===== config.mk =====
export PLATFORM = sky130hd
export DESIGN_NAME = prs_top
export DESIGN_NICKNAME = d
export VERILOG_FILES = /design/src/rtl/prs_pkg.sv /design/src/rtl/prs_mem_port.sv /design/src/rtl/prs_top.sv
export SDC_FILE = /design/constraint.sdc
export NUM_CORES = 2
export LEC_CHECK = 0
export BUFFER_PORTS_ARGS = -buffer_cell sky130_fd_sc_hd__buf_2
export CORE_ASPECT_RATIO = 0.5
export CORE_MARGIN = 2
export CORE_UTILIZATION = 50
export DETAILED_ROUTE_END_ITERATION = 10
export PLACE_DENSITY = 0.71
export SYNTH_ARGS = -nofsm -noshare
export SYNTH_HDL_FRONTEND = slang
export SYNTH_SLANG_ARGS = --single-unit

===== constraint.sdc =====
create_clock -name i_clk -period 78 [get_ports i_clk]
set_clock_uncertainty 0.15 [all_clocks]
set_input_delay 23.4 -clock i_clk [delete_from_list [all_inputs] [get_ports i_clk]]
set_output_delay 23.4 -clock i_clk [all_outputs]
set_load 0.01 [all_outputs]

===== src/rtl/prs_pkg.sv =====
// Package for the privileged register set: selectors, states, carriers,
// context block field offsets and identity limits.
// Assumes a 64-bit datapath and one clock domain.
package prs_pkg;

	// ----------------------------------------------------------------
	// Sizes and limits
	// ----------------------------------------------------------------
	localparam int          PRS_PAGE_BITS = 13;      // Page offset width
	localparam int          PRS_CPU_W     = 8;       // Processor number pins
	localparam logic [7:0]  PRS_CPU_COUNT = 8'h40;   // Configurable CPUs
	localparam logic [63:0] PRS_VIRTUAL_PAGE_TABLE_BASE_RST  = 64'h0;   // Before console load

	// Field offsets inside the process context block
	localparam logic [63:0] PRS_OFF_KSP = 64'h0;
	localparam logic [63:0] PRS_OFF_ESP = 64'h8;
	localparam logic [63:0] PRS_OFF_SSP = 64'h10;
	localparam logic [63:0] PRS_OFF_USP = 64'h18;

	// Processor modes, used as stack pointer index
	localparam logic [1:0] PRS_MODE_KERN  = 2'h0;
	localparam logic [1:0] PRS_MODE_EXEC  = 2'h1;
	localparam logic [1:0] PRS_MODE_SUPER = 2'h2;
	localparam logic [1:0] PRS_MODE_USER  = 2'h3;

	// ----------------------------------------------------------------
	// Register selectors for move-to / move-from
	// ----------------------------------------------------------------
	typedef enum logic [3:0] {
		PRS_SEL_FLUSH_NG    = 4'h0,
		PRS_SEL_FLUSH_BOTH  = 4'h1,
		PRS_SEL_FLUSH_DATA  = 4'h2,
		PRS_SEL_FLUSH_INSTR = 4'h3,
		PRS_SEL_EXEC_SP     = 4'h4,
		PRS_SEL_SUPER_SP    = 4'h5,
		PRS_SEL_USER_SP     = 4'h6,
		PRS_SEL_VIRTUAL_PAGE_TABLE_BASE        = 4'h7,
		PRS_SEL_IDENT       = 4'h8,
		PRS_SEL_CTX_SWAP    = 4'h9
	} prs_sel_t;

	// Main sequencer states, one-hot
	typedef enum logic [4:0] {
		S_BOOT = 5'h01,
		S_IDLE = 5'h02,
		S_INV  = 5'h04,
		S_MEM  = 5'h08,
		S_LOAD = 5'h10
	} prs_state_t;

	// ----------------------------------------------------------------
	// Carriers
	// ----------------------------------------------------------------
	typedef struct packed {
		logic        valid;
		logic        write;
		prs_sel_t    sel;
		logic [63:0] arg;
	} prs_req_t;

	typedef struct packed {
		logic        valid;
		logic        nonglobal;
		logic        data;
		logic        instr;
		logic [63:0] va;
	} prs_tlb_t;

	typedef struct packed {
		logic        valid;
		logic        write;
		logic [63:0] addr;
		logic [63:0] wdata;
	} prs_mem_t;

	// Context block offset of a mode's stack pointer
	function automatic logic [63:0] prs_off(input logic [1:0] mode);
		case (mode)
			PRS_MODE_KERN:  prs_off = PRS_OFF_KSP;
			PRS_MODE_EXEC:  prs_off = PRS_OFF_ESP;
			PRS_MODE_SUPER: prs_off = PRS_OFF_SSP;
			default:        prs_off = PRS_OFF_USP;
		endcase
	endfunction

endpackage


===== src/rtl/prs_mem_port.sv =====
// Single-access memory port used for context block traffic.
// Assumes the memory holds valid until it returns a one-cycle ack.
`timescale 1ns/100ps
module prs_mem_port (
	// Clock and reset
	input  wire logic              i_clk,
	input  wire logic              i_rst,
	// Access request from the sequencer
	input  wire logic              i_start,
	input  wire logic              i_write,
	input  wire logic [63:0]       i_addr,
	input  wire logic [63:0]       i_wdata,
	// Memory side
	input  wire logic              i_mem_ack,
	input  wire logic [63:0]       i_mem_rdata,
	output prs_pkg::prs_mem_t      o_mem,
	// Completion
	output logic                   o_done,
	output logic [63:0]            o_rdata
);
	import prs_pkg::*;

	prs_mem_t    mem;
	prs_mem_t    next_mem;
	logic        done;
	logic        next_done;
	logic [63:0] rdata;
	logic [63:0] next_rdata;

	// Hold a request until ack, then report one done pulse
	always_comb begin
		next_mem   = mem;
		next_done  = 1'b0;
		next_rdata = rdata;
		if (mem.valid) begin
			if (i_mem_ack) begin
				next_mem.valid = 1'b0;
				next_done      = 1'b1;
				next_rdata     = i_mem_rdata;
			end
		end else if (i_start) begin
			next_mem.valid = 1'b1;
			next_mem.write = i_write;
			next_mem.addr  = i_addr;
			next_mem.wdata = i_wdata;
		end
	end

	// Register the port state
	always_ff @(posedge i_clk or posedge i_rst) begin
		if (i_rst) begin
			mem   <= '0;
			done  <= 1'b0;
			rdata <= 64'h0;
		end else begin
			mem   <= next_mem;
			done  <= next_done;
			rdata <= next_rdata;
		end
	end

	assign o_mem   = mem;
	assign o_done  = done;
	assign o_rdata = rdata;

endmodule


===== src/rtl/prs_top.sv =====
// Privileged register set: translation buffer invalidate commands, mode
// stack pointers, virtual page table base and processor identity.
// Assumes one move-to/move-from request at a time, a translation buffer
// that acks invalidates, and a memory that acks context block accesses.
//
// Summary of operation
// - Nonglobal flush invalidates entries whose global mapping bit is clear.
// - An implementation may flush more, even all; software tolerates it.
// - Combined single flush hits both data and instruction buffers.
// - Data flush hits only data buffer; instruction flush only instruction.
// - Single flush address comes from the argument; any in-page address works.
// - Single flush may hit more; a miss may or may not change state.
// - Mode stack pointers live internally or in the context block.
// - Stack pointers start from the initial context block at boot.
// - Current mode stack pointer is reachable as scalar register 30 when held internally.
// - Context swap loads stack pointers from the new context block.
// - Identity read returns processor number below the processor count.
// - The all-ones value is never returned as a processor number.
`timescale 1ns/100ps
module prs_top (
	// Clock and reset
	input  wire logic                      i_clk,
	input  wire logic                      i_rst,
	// Privileged register request
	input  wire prs_pkg::prs_req_t         i_req,
	output logic                           o_busy,
	output logic                           o_done,
	output logic [63:0]                    o_result,
	// Configuration and context
	input  wire logic                      i_sp_internal,
	input  wire logic [63:0]               i_ctx_base,
	input  wire logic [prs_pkg::PRS_CPU_W-1:0] i_cpu_num,
	// Scalar register 30 path
	input  wire logic [1:0]                i_cur_mode,
	input  wire logic                      i_sp30_we,
	input  wire logic [63:0]               i_sp30_wdata,
	output logic [63:0]                    o_sp30,
	// Translation buffer
	output prs_pkg::prs_tlb_t              o_tlb,
	input  wire logic                      i_tlb_ack,
	output logic                           o_xlate_hold,
	// Context block memory
	output prs_pkg::prs_mem_t              o_mem,
	input  wire logic                      i_mem_ack,
	input  wire logic [63:0]               i_mem_rdata
);
	import prs_pkg::*;

	// ----------------------------------------------------------------
	// State
	// ----------------------------------------------------------------
	prs_state_t       state;
	prs_state_t       next_state;
	logic [63:0]      sp [4];
	logic [63:0]      next_sp [4];
	logic [63:0]      virtual_page_table_base;
	logic [63:0]      next_virtual_page_table_base;
	logic [63:0]      result;
	logic [63:0]      next_result;
	logic             done;
	logic             next_done;
	prs_tlb_t         tlb;
	prs_tlb_t         next_tlb;
	logic             issued;
	logic             next_issued;
	logic [1:0]       idx;
	logic [1:0]       next_idx;
	logic [1:0]       mode_q;
	logic [1:0]       next_mode;
	logic [63:0]      base;
	logic [63:0]      next_base;
	logic [63:0]      arg_q;
	logic [63:0]      next_arg;
	logic             wr;
	logic             next_wr;
	logic             boot;
	logic             next_boot;
	logic [PRS_CPU_W-1:0] cpu;
	logic [PRS_CPU_W-1:0] next_cpu;
	logic             busy;
	logic             next_busy;
	logic             hold;
	logic             next_hold;
	logic [63:0]      sp30;
	logic [63:0]      next_sp30;

	// Memory port handshake
	logic             mem_start;
	logic             mem_write;
	logic [63:0]      mem_addr;
	logic             mem_done;
	logic [63:0]      mem_rdata;

	// Request helpers
	logic             take;
	logic [1:0]       req_mode;
	logic [63:0]      page_va;

	assign take     = (state == S_IDLE) && i_req.valid;
	assign req_mode = 2'(i_req.sel - PRS_SEL_FLUSH_INSTR);
	// Page offset cleared so any address in the page selects it
	assign page_va  = {i_req.arg[63:PRS_PAGE_BITS],
		{PRS_PAGE_BITS{1'b0}}};

	// ----------------------------------------------------------------
	// Context block memory port
	// ----------------------------------------------------------------
	prs_mem_port u_mem (
		.i_clk       (i_clk),
		.i_rst       (i_rst),
		.i_start     (mem_start),
		.i_write     (mem_write),
		.i_addr      (mem_addr),
		.i_wdata     (arg_q),
		.i_mem_ack   (i_mem_ack),
		.i_mem_rdata (i_mem_rdata),
		.o_mem       (o_mem),
		.o_done      (mem_done),
		.o_rdata     (mem_rdata)
	);

	// ----------------------------------------------------------------
	// Sequencer next state
	// ----------------------------------------------------------------
	always_comb begin
		next_state  = state;
		next_sp     = sp;
		next_virtual_page_table_base   = virtual_page_table_base;
		next_result = result;
		next_done   = 1'b0;
		next_tlb    = tlb;
		next_issued = issued;
		next_idx    = idx;
		next_mode   = mode_q;
		next_base   = base;
		next_arg    = arg_q;
		next_wr     = wr;
		next_boot   = boot;
		next_cpu    = cpu;
		mem_start   = 1'b0;
		mem_write   = 1'b0;
		mem_addr    = base + prs_off(idx);
		// Direct path to the current mode's pointer, lowest priority
		if (i_sp30_we) begin
			next_sp[i_cur_mode] = i_sp30_wdata;
		end
		case (state)
			S_BOOT: begin
				// Catch the processor number after reset release
				if (i_cpu_num >= PRS_CPU_COUNT) begin
					next_cpu = PRS_CPU_COUNT - 8'h01;
				end else begin
					next_cpu = i_cpu_num;
				end
				// Load pointers from the initial context block
				next_base   = i_ctx_base;
				next_idx    = PRS_MODE_KERN;
				next_boot   = 1'b1;
				next_issued = 1'b0;
				next_state  = i_sp_internal ? S_LOAD : S_IDLE;
			end
			S_IDLE: begin
				if (i_req.valid) begin
					next_wr     = i_req.write;
					next_arg    = i_req.arg;
					next_result = 64'h0;
					case (i_req.sel)
						PRS_SEL_FLUSH_NG: begin
							// Whole-buffer flush of nonglobal entries
							// A buffer that also flushes global ones is legal
							next_tlb   = '{1'b1, 1'b1, 1'b1, 1'b1, 64'h0};
							next_state = S_INV;
						end
						PRS_SEL_FLUSH_BOTH: begin
							// One page in both buffers
							next_tlb   = '{1'b1, 1'b0, 1'b1, 1'b1, page_va};
							next_state = S_INV;
						end
						PRS_SEL_FLUSH_DATA: begin
							// Data buffer only
							next_tlb   = '{1'b1, 1'b0, 1'b1, 1'b0, page_va};
							next_state = S_INV;
						end
						PRS_SEL_FLUSH_INSTR: begin
							// Instruction buffer only; a miss is harmless
							next_tlb   = '{1'b1, 1'b0, 1'b0, 1'b1, page_va};
							next_state = S_INV;
						end
						PRS_SEL_EXEC_SP, PRS_SEL_SUPER_SP, PRS_SEL_USER_SP: begin
							if (i_sp_internal) begin
								// Internal pointer registers
								if (i_req.write) begin
									next_sp[req_mode] = i_req.arg;
								end else begin
									next_result = sp[req_mode];
								end
								next_done = 1'b1;
							end else begin
								// Context block field in memory
								next_mode   = req_mode;
								next_base   = i_ctx_base;
								next_issued = 1'b0;
								next_state  = S_MEM;
							end
						end
						PRS_SEL_VIRTUAL_PAGE_TABLE_BASE: begin
							// Page table base read and write
							if (i_req.write) begin
								next_virtual_page_table_base = i_req.arg;
							end else begin
								next_result = virtual_page_table_base;
							end
							next_done = 1'b1;
						end
						PRS_SEL_IDENT: begin
							// Read only; zero-extended so never all ones
							if (!i_req.write) begin
								next_result = {{(64-PRS_CPU_W){1'b0}}, cpu};
							end
							next_done = 1'b1;
						end
						PRS_SEL_CTX_SWAP: begin
							// New process: pointers come from its block
							next_base   = i_req.arg;
							next_idx    = PRS_MODE_KERN;
							next_boot   = 1'b0;
							next_issued = 1'b0;
							if (i_sp_internal) begin
								next_state = S_LOAD;
							end else begin
								next_done = 1'b1;
							end
						end
						default: begin
							next_done = 1'b1;
						end
					endcase
				end
			end
			S_INV: begin
				// Stay busy until the buffer confirms the invalidate
				if (i_tlb_ack) begin
					next_tlb.valid = 1'b0;
					next_done      = 1'b1;
					next_state     = S_IDLE;
				end
			end
			S_MEM: begin
				// One context block access for an external pointer
				mem_addr  = base + prs_off(mode_q);
				mem_write = wr;
				if (!issued) begin
					mem_start   = 1'b1;
					next_issued = 1'b1;
				end else if (mem_done) begin
					if (!wr) begin
						next_result = mem_rdata;
					end
					next_done  = 1'b1;
					next_state = S_IDLE;
				end
			end
			S_LOAD: begin
				// Read all four pointers in mode order
				if (!issued) begin
					mem_start   = 1'b1;
					next_issued = 1'b1;
				end else if (mem_done) begin
					next_sp[idx] = mem_rdata;
					next_issued  = 1'b0;
					if (idx == PRS_MODE_USER) begin
						next_done  = !boot;
						next_boot  = 1'b0;
						next_state = S_IDLE;
					end else begin
						next_idx = idx + 2'h1;
					end
				end
			end
			default: begin
				next_state = S_IDLE;
			end
		endcase
		next_busy = (next_state != S_IDLE);
		next_hold = (next_state == S_INV) || (next_state == S_BOOT);
		next_sp30 = next_sp[i_cur_mode];
	end

	// ----------------------------------------------------------------
	// Sequencer registers
	// ----------------------------------------------------------------
	// The page table base resets to zero, its value until loaded
	always_ff @(posedge i_clk or posedge i_rst) begin
		if (i_rst) begin
			state  <= S_BOOT;
			sp     <= '{default: 64'h0};
			virtual_page_table_base   <= PRS_VIRTUAL_PAGE_TABLE_BASE_RST;
			result <= 64'h0;
			done   <= 1'b0;
			tlb    <= '0;
			issued <= 1'b0;
			idx    <= PRS_MODE_KERN;
			mode_q <= PRS_MODE_KERN;
			base   <= 64'h0;
			arg_q  <= 64'h0;
			wr     <= 1'b0;
			boot   <= 1'b1;
			cpu    <= '0;
			busy   <= 1'b1;
			hold   <= 1'b1;
			sp30   <= 64'h0;
		end else begin
			state  <= next_state;
			sp     <= next_sp;
			virtual_page_table_base   <= next_virtual_page_table_base;
			result <= next_result;
			done   <= next_done;
			tlb    <= next_tlb;
			issued <= next_issued;
			idx    <= next_idx;
			mode_q <= next_mode;
			base   <= next_base;
			arg_q  <= next_arg;
			wr     <= next_wr;
			boot   <= next_boot;
			cpu    <= next_cpu;
			busy   <= next_busy;
			hold   <= next_hold;
			sp30   <= next_sp30;
		end
	end

	// Outputs straight from flops
	assign o_busy       = busy;
	assign o_done       = done;
	assign o_result     = result;
	assign o_tlb        = tlb;
	assign o_xlate_hold = hold;
	assign o_sp30       = sp30;
endmodule


# After elaboration in Yosys (flattened, before gate mapping)
# Cells that the tools add are included.
# totals
output_inout_bits	329
latchBits	0
elab_cells	205
rom_bits	0
memories	0
inputBits	278
ff_bits	862
ramBits	0
# op_classes
div	0
muxes	95
n_shift	0
n_addsub	4
n_reduce_logical	29
multipliers	0
bitwise_logic	5
n_eq_ne	35
order_cmp	7
# ops
operator	count
$mux 256	7
$mux 64	18
$bwmux 256	3
$pmux 256 s2	1
$demux 64 s2	3
$pmux 64 s2	3
$pmux 68 s4	1
$bmux 64 s2	2
$pmux 64 s3	1
$mux 130	1
$add 64x64->64	2
$mux 68	1
$mux 5	10
$pmux 5 s3	3
$mux 1	26
$pmux 5 s5	1
$reduce_and 4->1	5
$eq 4x3->1 const B	4
$mux 8	2
$ne 2x2->1 const B	7
$reduce_and 6->1	2
$eq 5x1->1 const B	2
$eq 5x3->1 const B	2
$mux 2	5
other kinds (38)	63

# Depth between registers and ports, before layout
# depth
ltp_word	16
ltp_mapped	17
depth_no_buf	12

# By module
# A second synthesis with hierarchy kept.
# hier_totals
hier_cells	3527
hier_area_um2	41300.9
# modules_own_cells
mod	seq_area_each_um2	instances	cells_per_inst	area_each_um2
prs_top	16370.7	1	3113	33303.2
prs_mem_port	4879.7	1	414	7997.7

# Worst setup path before layout
# No wires, ideal clock.
# synth_timing
path_type	input to register
start	in i_req[64] (netlist bit)
end	reg result[10], in the netlist o_result[10]
setup_slack_ps	51235
setup_ps	126
path_stages	10
arrival_time_ps	26489
path_buffers	4
t_required_ps	77724
path_cell_list	clkbuf_1 > clkbuf_1 > inv_1 > ha_1 > clkbuf_1 > buf_1 > mux4_2 > a22o_1 > a221oi_1 > nor2_1
# synth_between
elab_chain_len	10
word_cells_on_any_way	16
classes_between	add/sub (1); eq/ne (5); mux (8); bitwise (1); reduce/logical (1)
# synth_rtl
element	line_no	rtl
from (decl)	prs_top.sv:25	input wire prs_pkg::prs_req_t i_req,
$sub 2x2->2	prs_top.sv:100	assign req_mode = 2'(i_req.sel - PRS_SEL_FLUSH_INSTR);
via req_mode[0]	prs_top.sv:96	logic [1:0] req_mode;
$not 2->3 (implied by the code)	prs_top.sv:195	next_result = sp[req_mode];
$bmux 64 s2	prs_top.sv:195	
$mux 64 (implied by the code) (2 in a row)	prs_top.sv:195	
$mux 64	prs_top.sv:192	if (i_req.write) begin
$mux 64	prs_top.sv:190	if (i_sp_internal) begin
$pmux 64 s3	prs_top.sv:167	case (i_req.sel)
$mux 64	prs_top.sv:163	if (i_req.valid) begin
$pmux 64 s2	prs_top.sv:147	case (state)
to (signal assigned)	prs_top.sv:316	result <= next_result;
to (decl)	prs_top.sv:58	logic [63:0] result;
# The timed path passes the listed nets, and every way through them passes these cells. The select of a mux whose other input is x is not followed.
# A chain may end at the register's enable or synchronous reset.

==> reports/qor.yml <==
layout:
  fin_util: 0.588
  synthToLayoutAreaGrowth_pct: 15.9
  nNetsFinal: 4227
  final_layout_size_suffix_gt1_frac: 0.285
  fin_area_sq_um: 46900
global_route:
  grt_start_max_net_pins: 172
  grt_first_pass_wirelength_um: 218000
  track_usage: 0.355
  grt.overflow.total: 0
  grt_pass1_vias: 33114
  antenna_found_initial: 38
critical_path:
  crit_path_start: "i_req[64]"
  cpMostUsedCell: "buf_4"
  max_stage_delay_ns: 0.91
  cp_slowest_cell: "nor2_4"
  r2r-end: "u_mem.o_mem[101]"
  critical_path_required_ns: 78.39
  endpoint_kind: "flip-flop"
  reg2regPathDepth: 12
  start_kind: "input port"
  crit_fanout: 65
  cp_cell_sequence: "buf_4 -> inv_1 -> ha_1 -> nor3_1 -> buf_4 -> nor2_4 -> a41oi_1 -> a211oi_4 -> buf_4 -> o21ai_0 -> mux4_2"
  rr_startpoint: "state[1]"
  crit_arrival_ns: 27.60
  critPathKind: "input port to flip-flop"
  rrSetupSlack_ns: 73.17
hold_path:
  hold_depth: 2
  whs_endpoint: "u_mem.o_mem[128]"
  hp-class: "flip-flop to flip-flop"
  hold_start: "u_mem.o_mem[128]"
logic_synthesis:
  ys_ff_latch: 849
  synth_top_family_by_area: "multiplexers"
  async_flop_share: 1.00
  ys_types: 63
  synth_simple_gate_area_share: 0.0759
  synth_cells: 3536
  syn_area_per_cell_sq_um: 11.4
  synth_edf_count: 0
  yosys.area_share.adder: 0.00452
  yosysWarnings: 0
  netlist_area_sq_um: 40400
  yosys_most_used_dff: "dfrtp_1"
  synth_mux_area_frac: 0.194
  synth_xor_xnor_area_share: 0.0130
  synth-compound-area-share: 0.151
  ys_seq_area_frac: 0.526
placement:
  dpl-instance-area_sq_um: 44100
  dp_hpwl_um: 93900
  io_buffers: 593
  gp_congestion: 0.951
clocking:
  cts_resized: 0
  numCtsBuffers: 78
  clock_sink_count: 849
  cts_tree: "done"
  post_cts_buffers: 0
  clk_pin_slew_ns: 0.07
  clock_latency_ns: 0.68
  cts_buffer_depth: 3
  cts_hold_buf: 0
  cts_htree_levels: 3
  ctsRootBufferMaster: "clkbuf_16"
power:
  vdd_drop_max_mv: 0.0173
  cellLeakagePower_nw: 22.5
  power_density_nw_per_um2: 33.0
routing:
  wl_per_cell_um: 29.4
  drt-total-wl_um: 150000
  drtPass1Iterations: 7
  num_vias: 33426
  vias_per_cell: 6.54
  drt_iter0_drc: 4484
  drt_drc_violations_left: 0
  detail-route-antenna-nets: 0
die:
  dieArea_sq_um: 83300
  die_x_um: 406
  die_height_um: 205
  initial_core_util: 0.507
  io_pins: 607
  placementRows: 73
  coreArea_sq_um: 79700
timing:
  fin_crit_sh: 0.349
  hold_viol_final: 0
  layout_min_cycle_time_ns: 27.21
  setup_viol: 0
  slew_headroom: 0.150
  clock.fmax_ghz: 0.0368
  setup_tns_ns: 0
  slew_violations: 0
  rsz0062_at_grt: "no"
  max_slew.worst_pin.slew_ns: 1.27
run:
  drv_cap: 0
outcome:
  outcome: "complete, no violations"
-- critical path: cells and delay by family --
family	cells	cell delay [ns]
adder cells (fa/ha/maj)	1	0.28
buffers and inverters	4	1.42
AND/OR/NAND/NOR	2	0.98
AO/OA/AOI/OAI	3	0.92
multiplexers	1	0.52
-- area by class of cell --
| type | instances | area (sq um) |
|---|---|---|
| diodes | 31 | 77.6 |
| clock buffers | 110 | 2300 |
| clock inverters | 26 | 384 |
| fillers | 6605 | 32900 |
| inverters | 20 | 82.6 |
| multi-input cells | 2342 | 18000 |
| flip-flops and latches | 849 | 21300 |
| well taps | 1087 | 1360 |
| repair buffers | 644 | 3370 |
-- metal layers --
layer  track usage  vias up  wire, um
li1              -    13794         -
met1         0.468    16864     57300
met2         0.520     2313     66500
met3         0.120      441     18300
met4         0.190       14      8020
met5             0        -        99
-- cell usage after synthesis (all sizes together), types with 2 or more instances --
master / n / area [sq um]
mux4: 112 / 2520
ha: 13 / 163
nor2: 165 / 624
nand2: 406 / 1520
and3: 11 / 68.8
a221o: 11 / 110
a21boi: 2 / 15.0
o21ai: 396 / 1980
nand4: 19 / 119
xnor2: 38 / 333
a22oi: 245 / 1840
or2: 5 / 31.3
a31oi: 2 / 12.5
or3: 4 / 25.0
inv: 20 / 75.1
nand3: 34 / 170
nor2b: 5 / 31.3
a22o: 110 / 963
and2: 5 / 31.3
nand3b: 2 / 15.0
nor3: 28 / 140
a21o: 2 / 15.0
buf: 43 / 241
nor4: 12 / 103
clkbuf: 295 / 1110
o31a: 3 / 26.3
dfrtp: 845 / 21100
or4: 3 / 22.5
a221oi: 56 / 490
and3b: 2 / 17.5
dfstp: 4 / 105
a222oi: 8 / 80.1
o22a: 13 / 114
o22ai: 4 / 25.0
o221a: 15 / 169
a21oi: 33 / 165
mux2i: 310 / 3100
nor3b: 4 / 30.0
mux2: 198 / 2230
nand2b: 6 / 37.5
xor2: 22 / 193
and4: 7 / 61.3
o211ai: 4 / 30.0
a211oi: 2 / 15.0
-- kinds of logic (layout without fill, tap and decap cells) --
kind of cell / count (synthesis) / after routing
AOI/OAI and AO/OA: 914 / 914
xor gates and xnor gates: 60 / 60
adders and majority gates: 14 / 14
buffers and inverters: 358 / 800
DFF: 849 / 849
muxes: 620 / 620
other: 1 / 45
and+or+nand+nor: 720 / 720
-- registers in the layout (all words and copies together) (netlist names), 2 cells and up --
name                     cells
o_tlb                       55
cpu                          8
o_result                    64
o_sp30                      64
sp                         256
mode_q                       2
u_mem.o_rdata               64
state                        5
idx                          2
base                        64
arg_q                       64
u_mem.o_mem                130
virtual_page_table_base     64
-- worst max path at each step --
stage / end / slack (ns) / cells after the start
2_1_floorplan: arg_q[0] / 30.60 / 1
5_1_grt: o_sp30[36] / 50.84 / 11
4_1_cts: o_sp30[36] / 51.07 / 11
6_report: o_sp30[40] / 50.79 / 11
3_5_place_dp: o_sp30[29] / 50.36 / 11
3_3_place_gp: o_sp30[53] / 50.53 / 10
-- through the flow --
step                      std cells  setup slack (ns)  power, mW  hold WS, ns
after floorplan                3549             30.60      0.942        0.292
after global placement         4942             50.53       1.11        0.299
after detailed placement       4942             50.36       1.13        0.307
after CTS                      5078             51.07       1.54        0.321
after global routing           5104             50.84       1.62        0.334
final                          5109             50.79       1.55        0.318
-- power breakdown --
part	switching, mW	internal, mW	total (mW)
sequential	0.130	0.594	0.724
combinational	0.227	0.181	0.408
clock	0.179	0.236	0.415
total	0.536	1.01	1.55
-- cell usage in the layout (no fill, tap or decap), drive strengths merged, types with 5 or more instances in the layout --
cell      n
a21oi    33
a221o    11
a221oi   56
a222oi    8
a22o    110
a22oi   245
and2      5
and3     11
and4      7
buf     644
bufinv    9
clkbuf  110
clkinv   13
conb     14
dfrtp   845
diode    31
ha       13
inv      23
mux2    198
mux2i   310
mux4    112
nand2   406
nand2b    6
nand3    34
nand4    19
nor2    165
nor2b     5
nor3     28
nor4     12
o21ai   396
o221a    15
o22a     13
or2       5
xnor2    38
xor2     22
Note: power is estimated with default switching activity, not from simulation.
